## config.mk

```make
export PLATFORM = sky130hd
export DESIGN_NAME = gcn_top
export DESIGN_NICKNAME = d
export VERILOG_FILES = /design/src/gcn_pkg.sv /design/src/gcn_change.sv /design/src/gcn_sync.sv /design/src/gcn_top.sv
export SDC_FILE = /design/constraint.sdc
export NUM_CORES = 1
export LEC_CHECK = 0
export BUFFER_PORTS_ARGS = -buffer_cell sky130_fd_sc_hd__buf_2
export CAP_MARGIN = 10
export CORE_MARGIN = 2
export CORE_UTILIZATION = 57
export DETAILED_ROUTE_END_ITERATION = 10
export PLACE_DENSITY = 0.76
export SYNTH_ARGS = -nofsm -noshare
export SYNTH_HDL_FRONTEND = slang
export SYNTH_SLANG_ARGS = --single-unit
export TNS_END_PERCENT = 100
```

## constraint.sdc

```tcl
create_clock -name pclk -period 2.2 [get_ports pclk]
set_input_delay 0.11 -clock pclk [delete_from_list [all_inputs] [get_ports pclk]]
set_output_delay 0.11 -clock pclk [all_outputs]
set_load 0.005 [all_outputs]
```

## src/gcn_pkg.sv

```systemverilog
// Package with register map, field positions and reset values of the port block
package gcn_pkg;
    // Register byte offsets on the APB bus
    localparam logic [7:0] OFF_DIR = 8'h00;
    localparam logic [7:0] OFF_LATCH = 8'h04;
    localparam logic [7:0] OFF_PORT = 8'h08;
    localparam logic [7:0] OFF_ODC = 8'h0c;
    localparam logic [7:0] OFF_ACFG_LO1 = 8'h10;
    localparam logic [7:0] OFF_ACFG_LO2 = 8'h14;
    localparam logic [7:0] OFF_CNEN_LO = 8'h18;
    localparam logic [7:0] OFF_CNEN_HI = 8'h1c;
    localparam logic [7:0] OFF_PUEN_LO = 8'h20;
    localparam logic [7:0] OFF_PUEN_HI = 8'h24;
    localparam logic [7:0] OFF_STATUS = 8'h28;
    localparam logic [7:0] OFF_PWRCTL = 8'h2c;

    // Status and power control field positions
    localparam int STAT_CN_FLAG = 0;
    localparam int STAT_SLEEP = 1;
    localparam int PWR_SLEEP = 0;

    // Width of the low change-notify enable and pull-up words
    localparam int CN_LO_W = 16;
    // Largest number of change-notify inputs
    localparam int CN_MAX = 24;
    // Largest port width served by one 32-bit register
    localparam int PW_MAX = 32;

    // Reset values
    localparam logic [31:0] DIR_RST = 32'hffff_ffff;
    localparam logic [31:0] LATCH_RST = 32'h0000_0000;
    localparam logic [31:0] ODC_RST = 32'h0000_0000;
    localparam logic [31:0] ACFG_RST = 32'h0000_0000;
    localparam logic [31:0] CNEN_RST = 32'h0000_0000;
    localparam logic [31:0] PUEN_RST = 32'h0000_0000;
    localparam logic [31:0] ZERO_WORD = 32'h0000_0000;
endpackage

```

## src/gcn_change.sv

```systemverilog
// Change-of-state detector comparing each input with its last captured level
`timescale 1ns/1ps
module gcn_change #(
    parameter int N = 24
) (
    input wire logic pclk, // System clock
    input wire logic presetn, // Async reset, active low
    input wire logic [N-1:0] level, // Synchronised input levels
    input wire logic [N-1:0] enable, // Per-input selection
    output logic changed // One-cycle pulse on any enabled change
);
    logic [N-1:0] prev;
    logic primed;
    logic [N-1:0] diff;

    // Mismatch against the captured level, gated by selection
    assign diff = (level ^ prev) & enable;

    // First cycle after reset only captures, so reset values raise nothing
    always_ff @(posedge pclk or negedge presetn) begin
        if (!presetn) begin
            prev <= '0;
            primed <= 1'b0;
            changed <= 1'b0;
        end else begin
            prev <= level;
            primed <= 1'b1;
            changed <= primed & (|diff);
        end
    end
endmodule

```

## src/gcn_sync.sv

```systemverilog
// Three-flop synchroniser that accepts a change once the last two stages agree
`timescale 1ns/1ps
module gcn_sync #(
    parameter int W = 16
) (
    input wire logic pclk, // System clock
    input wire logic presetn, // Async reset, active low
    input wire logic [W-1:0] async_in, // Level from outside the clock domain
    output logic [W-1:0] sync_out // Filtered, synchronised level
);
    logic [W-1:0] stage1;
    logic [W-1:0] stage2;
    logic [W-1:0] stage3;
    logic [W-1:0] agree;

    // Per-bit agreement of the two later stages; first stage feeds only stage2
    assign agree = ~(stage2 ^ stage3);

    // Shift chain
    always_ff @(posedge pclk or negedge presetn) begin
        if (!presetn) begin
            stage1 <= '0;
            stage2 <= '0;
            stage3 <= '0;
        end else begin
            stage1 <= async_in;
            stage2 <= stage1;
            stage3 <= stage2;
        end
    end

    // Update only agreeing bits, so a one-cycle glitch is not taken
    always_ff @(posedge pclk or negedge presetn) begin
        if (!presetn) begin
            sync_out <= '0;
        end else begin
            sync_out <= (agree & stage3) | (~agree & sync_out);
        end
    end
endmodule

```

## src/gcn_top.sv

```systemverilog
// Digital I/O port with open-drain, analog select, change notify and pull-ups
//
// Decided for this implementation: the register offsets and the APB register port.
`timescale 1ns/1ps
module gcn_top #(
    parameter int PW = 16, // Port width in pins
    parameter int CN_N = 24, // Number of change-notify inputs
    parameter logic [PW-1:0] ANALOG_PINS = '1 // Pins with an analog function
) (
    input wire logic pclk, // System clock, 200 MHz
    input wire logic presetn, // Async reset, active low
    input wire logic psel, // APB select
    input wire logic penable, // APB access phase
    input wire logic pwrite, // APB direction, high for write
    input wire logic [7:0] paddr, // APB byte address
    input wire logic [31:0] pwdata, // APB write data
    output logic [31:0] prdata, // APB read data
    output logic pready, // APB ready
    output logic pslverr, // APB error on unmapped address
    input wire logic [PW-1:0] pad_in, // Pin levels from the pads
    output logic [PW-1:0] pad_out, // Pin drive levels
    output logic [PW-1:0] pad_oe, // Pin drive enables, high drives
    output logic [PW-1:0] pad_ie, // Digital input buffer enables
    output logic [PW-1:0] pad_analog, // Pin routed to the converters
    input wire logic [CN_N-1:0] cn_in, // Change-notify pin levels
    output logic [CN_N-1:0] cn_pullup, // Weak pull-up enables
    output logic cn_irq, // Change interrupt request, level
    input wire logic ext_wake, // Other enabled interrupt pending
    output logic sleeping, // Block reports sleep state
    output logic wake_req // Wake request to the clock control
);
    localparam int CN_HI_W = CN_N - gcn_pkg::CN_LO_W;

    // Widths the register words cannot serve are refused
    if (PW < 1 || PW > gcn_pkg::PW_MAX) begin : g_bad_pw
        $error("port width out of range");
    end
    if (CN_N <= gcn_pkg::CN_LO_W || CN_N > gcn_pkg::CN_MAX) begin : g_bad_cn
        $error("change input count out of range");
    end

    // Address match, shared by write strobes and read selection
    function automatic logic hit(input logic [7:0] addr, input logic [7:0] off);
        hit = (addr == off);
    endfunction

    // Analog when cleared in either converter config and analog-capable
    function automatic logic [PW-1:0] analog_of(input logic [PW-1:0] cfg1,
                                                input logic [PW-1:0] cfg2);
        analog_of = ~(cfg1 & cfg2) & ANALOG_PINS;
    endfunction

    // Software-visible state
    logic [PW-1:0] pin_direction;
    logic [PW-1:0] output_latch;
    logic [PW-1:0] open_drain_ctrl;
    logic [PW-1:0] analog_cfg_low1;
    logic [PW-1:0] analog_cfg_low2;
    logic [CN_N-1:0] change_irq_enable;
    logic [CN_N-1:0] pullup_enable;
    logic cn_flag;
    logic sleep_state;

    // Synchronised pin levels
    logic [PW-1:0] pad_sync;
    logic [CN_N-1:0] cn_sync;
    logic cn_event;

    // Bus phase decode
    wire setup_ph = psel & ~penable;
    wire access_ph = psel & penable & pready;
    wire wr_ph = access_ph & pwrite;

    // Mapped address check
    wire addr_ok = hit(paddr, gcn_pkg::OFF_DIR) | hit(paddr, gcn_pkg::OFF_LATCH)
                 | hit(paddr, gcn_pkg::OFF_PORT) | hit(paddr, gcn_pkg::OFF_ODC)
                 | hit(paddr, gcn_pkg::OFF_ACFG_LO1) | hit(paddr, gcn_pkg::OFF_ACFG_LO2)
                 | hit(paddr, gcn_pkg::OFF_CNEN_LO) | hit(paddr, gcn_pkg::OFF_CNEN_HI)
                 | hit(paddr, gcn_pkg::OFF_PUEN_LO) | hit(paddr, gcn_pkg::OFF_PUEN_HI)
                 | hit(paddr, gcn_pkg::OFF_STATUS) | hit(paddr, gcn_pkg::OFF_PWRCTL);

    // Write strobes; unmapped writes touch nothing
    wire we_dir = wr_ph & hit(paddr, gcn_pkg::OFF_DIR);
    wire we_latch = wr_ph & (hit(paddr, gcn_pkg::OFF_LATCH) | hit(paddr, gcn_pkg::OFF_PORT));
    wire we_odc = wr_ph & hit(paddr, gcn_pkg::OFF_ODC);
    wire we_acfg1 = wr_ph & hit(paddr, gcn_pkg::OFF_ACFG_LO1);
    wire we_acfg2 = wr_ph & hit(paddr, gcn_pkg::OFF_ACFG_LO2);
    wire we_cnen_lo = wr_ph & hit(paddr, gcn_pkg::OFF_CNEN_LO);
    wire we_cnen_hi = wr_ph & hit(paddr, gcn_pkg::OFF_CNEN_HI);
    wire we_puen_lo = wr_ph & hit(paddr, gcn_pkg::OFF_PUEN_LO);
    wire we_puen_hi = wr_ph & hit(paddr, gcn_pkg::OFF_PUEN_HI);
    wire we_status = wr_ph & hit(paddr, gcn_pkg::OFF_STATUS);
    wire we_pwrctl = wr_ph & hit(paddr, gcn_pkg::OFF_PWRCTL);

    // Analog decode from both converter configs
    wire [PW-1:0] analog_now = analog_of(analog_cfg_low1, analog_cfg_low2);

    // Port read value masks analog pins to zero
    wire [PW-1:0] port_read = pad_sync & ~analog_now;

    // Read words, narrow data sits low with zero above
    wire [31:0] rd_dir = {{(32-PW){1'b0}}, pin_direction};
    wire [31:0] rd_latch = {{(32-PW){1'b0}}, output_latch};
    wire [31:0] rd_port = {{(32-PW){1'b0}}, port_read};
    wire [31:0] rd_odc = {{(32-PW){1'b0}}, open_drain_ctrl};
    wire [31:0] rd_acfg1 = {{(32-PW){1'b0}}, analog_cfg_low1};
    wire [31:0] rd_acfg2 = {{(32-PW){1'b0}}, analog_cfg_low2};
    wire [31:0] rd_cnen_lo = {16'h0000, change_irq_enable[gcn_pkg::CN_LO_W-1:0]};
    wire [31:0] rd_cnen_hi = {{(32-CN_HI_W){1'b0}}, change_irq_enable[CN_N-1:gcn_pkg::CN_LO_W]};
    wire [31:0] rd_puen_lo = {16'h0000, pullup_enable[gcn_pkg::CN_LO_W-1:0]};
    wire [31:0] rd_puen_hi = {{(32-CN_HI_W){1'b0}}, pullup_enable[CN_N-1:gcn_pkg::CN_LO_W]};
    wire [31:0] rd_status = {30'h0, sleep_state, cn_flag};

    // Read selection
    wire [31:0] next_prdata =
        hit(paddr, gcn_pkg::OFF_DIR) ? rd_dir :
        hit(paddr, gcn_pkg::OFF_LATCH) ? rd_latch :
        hit(paddr, gcn_pkg::OFF_PORT) ? rd_port :
        hit(paddr, gcn_pkg::OFF_ODC) ? rd_odc :
        hit(paddr, gcn_pkg::OFF_ACFG_LO1) ? rd_acfg1 :
        hit(paddr, gcn_pkg::OFF_ACFG_LO2) ? rd_acfg2 :
        hit(paddr, gcn_pkg::OFF_CNEN_LO) ? rd_cnen_lo :
        hit(paddr, gcn_pkg::OFF_CNEN_HI) ? rd_cnen_hi :
        hit(paddr, gcn_pkg::OFF_PUEN_LO) ? rd_puen_lo :
        hit(paddr, gcn_pkg::OFF_PUEN_HI) ? rd_puen_hi :
        hit(paddr, gcn_pkg::OFF_STATUS) ? rd_status :
        gcn_pkg::ZERO_WORD;

    // APB answer: ready one cycle after setup, so each access has no wait state
    always_ff @(posedge pclk or negedge presetn) begin
        if (!presetn) begin
            pready <= 1'b0;
            pslverr <= 1'b0;
            prdata <= gcn_pkg::ZERO_WORD;
        end else begin
            pready <= setup_ph;
            pslverr <= setup_ph & ~addr_ok;
            prdata <= (setup_ph & ~pwrite) ? next_prdata : gcn_pkg::ZERO_WORD;
        end
    end

    // Pin control registers; direction resets to input for safety
    always_ff @(posedge pclk or negedge presetn) begin
        if (!presetn) begin
            pin_direction <= gcn_pkg::DIR_RST[PW-1:0];
            output_latch <= gcn_pkg::LATCH_RST[PW-1:0];
            open_drain_ctrl <= gcn_pkg::ODC_RST[PW-1:0];
        end else begin
            if (we_dir) begin
                pin_direction <= pwdata[PW-1:0];
            end
            if (we_latch) begin
                output_latch <= pwdata[PW-1:0];
            end
            if (we_odc) begin
                open_drain_ctrl <= pwdata[PW-1:0];
            end
        end
    end

    // Converter pin configs come up cleared, so analog pins start analog
    always_ff @(posedge pclk or negedge presetn) begin
        if (!presetn) begin
            analog_cfg_low1 <= gcn_pkg::ACFG_RST[PW-1:0];
            analog_cfg_low2 <= gcn_pkg::ACFG_RST[PW-1:0];
        end else begin
            if (we_acfg1) begin
                analog_cfg_low1 <= pwdata[PW-1:0];
            end
            if (we_acfg2) begin
                analog_cfg_low2 <= pwdata[PW-1:0];
            end
        end
    end

    // Change enables and pull-ups, split across low and high words
    always_ff @(posedge pclk or negedge presetn) begin
        if (!presetn) begin
            change_irq_enable <= gcn_pkg::CNEN_RST[CN_N-1:0];
            pullup_enable <= gcn_pkg::PUEN_RST[CN_N-1:0];
        end else begin
            if (we_cnen_lo) begin
                change_irq_enable[gcn_pkg::CN_LO_W-1:0] <= pwdata[gcn_pkg::CN_LO_W-1:0];
            end
            if (we_cnen_hi) begin
                change_irq_enable[CN_N-1:gcn_pkg::CN_LO_W] <= pwdata[CN_HI_W-1:0];
            end
            if (we_puen_lo) begin
                pullup_enable[gcn_pkg::CN_LO_W-1:0] <= pwdata[gcn_pkg::CN_LO_W-1:0];
            end
            if (we_puen_hi) begin
                pullup_enable[CN_N-1:gcn_pkg::CN_LO_W] <= pwdata[CN_HI_W-1:0];
            end
        end
    end

    // Pin synchronisers; the port read lags pin changes, which software covers
    gcn_sync #(
        .W(PW)
    ) u_pad_sync (
        .pclk(pclk),
        .presetn(presetn),
        .async_in(pad_in),
        .sync_out(pad_sync)
    );

    gcn_sync #(
        .W(CN_N)
    ) u_cn_sync (
        .pclk(pclk),
        .presetn(presetn),
        .async_in(cn_in),
        .sync_out(cn_sync)
    );

    // Detector runs on the always-on clock, unaffected by the sleep state
    gcn_change #(
        .N(CN_N)
    ) u_change (
        .pclk(pclk),
        .presetn(presetn),
        .level(cn_sync),
        .enable(change_irq_enable),
        .changed(cn_event)
    );

    // Sticky change flag; a new event wins over a clear in the same cycle
    wire cn_clear = we_status & pwdata[gcn_pkg::STAT_CN_FLAG];
    wire next_cn_flag = cn_event | (cn_flag & ~cn_clear);

    // Sleep entered by software, left on any enabled interrupt
    wire wake_cause = next_cn_flag | ext_wake;
    wire sleep_enter = we_pwrctl & pwdata[gcn_pkg::PWR_SLEEP];
    wire next_sleep = ~wake_cause & (sleep_enter | sleep_state);

    always_ff @(posedge pclk or negedge presetn) begin
        if (!presetn) begin
            cn_flag <= 1'b0;
            sleep_state <= 1'b0;
        end else begin
            cn_flag <= next_cn_flag;
            sleep_state <= next_sleep;
        end
    end

    // Pin drive: open-drain releases for high, push-pull drives both levels
    wire [PW-1:0] out_en = ~pin_direction;
    wire [PW-1:0] next_pad_out = output_latch & ~open_drain_ctrl;
    wire [PW-1:0] next_pad_oe = out_en & (~open_drain_ctrl | ~output_latch);

    // Analog pins keep the output driver, so an output level can be converted
    wire [PW-1:0] next_pad_ie = ~analog_now;

    // Registered outputs toward pads, interrupt and clock control
    always_ff @(posedge pclk or negedge presetn) begin
        if (!presetn) begin
            pad_out <= '0;
            pad_oe <= '0;
            pad_ie <= '0;
            pad_analog <= '0;
            cn_pullup <= '0;
            cn_irq <= 1'b0;
            sleeping <= 1'b0;
            wake_req <= 1'b0;
        end else begin
            pad_out <= next_pad_out;
            pad_oe <= next_pad_oe;
            pad_ie <= next_pad_ie;
            pad_analog <= analog_now;
            cn_pullup <= pullup_enable;
            cn_irq <= next_cn_flag;
            sleeping <= next_sleep;
            wake_req <= sleep_state & wake_cause;
        end
    end
endmodule

```

==> impl_metrics.ini <==
[synth]
synthXorXnorAreaFrac_pct = 1.46
synth_seq_area_share_pct = 70.7
synthTopCellsByArea = dfrtp_1, mux2_2, dfstp_2, maj3_1, xor2_1
synth-simple-area-share_pct = 5.26
syn_area_per_cell_sq_um = 15.3
ys_seq_elements = 423
yosys.area.top_type = dfrtp_1
synthAdderAreaFrac_pct = 2.67
ys_async_sr_fraction_pct = 100
yosys.area.top_type_share_pct = 67.9
synth-compound-area-share_pct = 6.08
synth_ff_type = dfrtp_1
synth_top_family_by_area = multiplexers
synth.cell_area_sq_mm = 0.0150
netlist_instances = 978
yosysUniqueCellTypes = 63
synth_mux_area_share_pct = 11.4
synth-warning-count = 0
synth-edff-count = 0

[detailed_routing]
routed_wl_microns = 35200
route.detailed.drc = 0
vias = 9229
avgViaCountPerCell = 5.60
drt_pass1_iterations = 5
drtAntennaViolNets = 0
post_drt_wl_per_cell_microns = 21.4
drt_iter0_markers = 805

[floorplan]
die_y_microns = 166
initial_core_util_pct = 57.7
dieArea_sq_mm = 0.0276
core-area_sq_mm = 0.0260
num_rows = 59
die_w_microns = 166
ios = 211

[placed_design]
postPlaceCellArea_sq_mm = 0.0166
gp_congestion = 0.872
io_buffers = 178
place_ws_ps = 136
detailedPlacementHpwl_microns = 23300

[global_route]
grt_first_pass_wirelength_microns = 55200
track_usage_pct = 25.9
grt-ovfl-total = 0
grt_pass1_vias = 9699
grt_start_max_net_pins = 71
antenna_found_initial = 1

[power_and_ir_drop]
power_density_mw_per_mm2 = 854
leakage_nw = 9.08
vdd_drop_max_uv = 778

[timing]
fmax_mhz = 495
worstMarginPinSlew_ps = 633
slew-limit-headroom_pct = 57.8
finalCritPeriodShare_pct = 91.9
rsz0062_at_grt = false
drv_slew = 0
fin_tns_setup_ps = 0
hold_ws_ps = 32.5
setup_viol = 0
worst_slack_ps = 178
period_needed_ps = 2020
hold_violations = 0
finClkSkew_ps = 19.4

[setup_path]
cp_data_arrival_time_ps = 2460
criticalPathCategory = in -> reg
worstPathMaxFanout = 8
worstSetupEndpointType = register
start_kind = input port
cp.required_ps = 2640

[cts]
clk_latency_ps = 530
cts_tree = done
post_cts_resized = 0
cts_made_buffers = 42
cts_num_sinks = 423
cts_root_buffer = clkbuf_16
cts.path.max_buffers = 3
htreeDepth = 2
path_clk_slew_ps = 60

[finish]
diodes = 0
fin_area_sq_mm = 0.0186
drive_gt1_share_pct = 36.1
fillers = 1739
nets = 1369
syn2layout_area_growth_pct = 23.9
final_util_pct = 71.5

[outcome]
status = complete, no violations

[worst_hold_path]
min_path_type = in -> reg

[job]
maxCapViolations = 0
## final timing paths
check                                     start  slack (ps)  cells after the start                    end
setup / recovery                           psel         180                      8              prdata[3]
hold / removal                        pwdata[0]          30                      2  change_irq_enable[16]
setup reg to reg                         pready         220                      5            sleep_state
hold reg to reg            u_cn_sync.stage1[20]         340                      0   u_cn_sync.stage2[20]
max in group asynchronous               presetn        1200                      3       pin_direction[8]
min in group asynchronous               presetn         180                      2  u_pad_sync.stage1[10]
## sequential cells by signal (all words and copies together), names as in the netlist, 24 cells and up, named ones only
signal             flops
u_cn_sync.stage1      24
u_cn_sync.stage2      24
pullup_enable         24
change_irq_enable     24
u_change.prev         24
u_cn_sync.stage3      24
cn_pullup             24
## kinds of logic (layout without fill, tap and decap cells)
family,after synthesis,after routing
xor gates and xnor gates,25,25
AOI/OAI and AO/OA,135,135
other,2,17
and+or+nand+nor,140,140
DFF,423,423
adders and majority gates,40,40
buffers and inverters,70,389
muxes,143,143
## layout by cell type (no fill, tap or decap), types with 17 or more instances in the layout
cell and n:
mux2_2 123, dfrtp_1 407, nand2_1 46, o21ai_0 20, buf_4 51, a21oi_1 40
inv_1 20, dlygate4sd3_1 59, maj3_1 40, conb_1 17, nor2b_1 17, clkbuf_16 43
buf_2 177, xor2_1 25
## what timing repair did
action                    in CTS  in global routing
hold endpoints to repair     212                  0
setup buffers                  0                  0
hold buffers                  59                  0
## cell usage after synthesis (5+ instances only)
cell type / n
o21ai_0: 20
nor2_1: 16
buf_2: 11
nand3_1: 10
nor3_1: 9
nor2b_1: 17
nand4_1: 6
dfrtp_1: 407
clkbuf_1: 15
and3_1: 8
a22oi_1: 12
buf_4: 17
a31oi_1: 12
inv_1: 20
buf_1: 5
mux2_4: 10
o221a_2: 5
maj3_1: 40
mux4_2: 6
a21oi_1: 40
dfstp_2: 16
xor2_1: 25
nand2_1: 46
a22o_1: 5
mux2_2: 123
## area by class of cell
class | count | area, sq um | share of cell area [%]
repair buffers | 296 | 2030 | 11.0
multi-input cells | 500 | 4100 | 22.0
clock inverters | 14 | 153 | 0.822
well taps | 335 | 419 | 2.26
clock buffers | 59 | 1200 | 6.44
flip-flops and latches | 423 | 10600 | 57.1
inverters | 20 | 75.1 | 0.404
## worst max-delay path: stages
cell           delay [ps]
dlygate4sd3_1         510
buf_2                 120
nand2b_1               70
dlygate4sd3_1         600
inv_1                  90
nand2b_1              350
or3_1                 490
o21ai_1               120
## stage by stage
stage,cells,total power [mW]
final,1647,15.9
after CTS,1647,16.0
after global routing,1647,16.4
after floorplan,993,8.56
after global placement,1515,8.93
after detailed placement,1515,8.96
## power by group
part	internal [mW]	switching (mW)	leakage, nW
sequential	8.04	0.162	5.25
clock	4.14	2.82	0.671
combinational	0.302	0.405	3.16
## per-layer routing
metal	part of all wire (%)	up-vias	GRT usage [%]	wire [microns]
li1	-	4052	-	-
met1	40	4698	34.4	14300
met2	48	380	42.1	17000
met3	7.0	97	5.22	2470
met4	4.2	2	11.3	1470
met5	0.034	-	0	12
(Power assumes the default switching activity.)
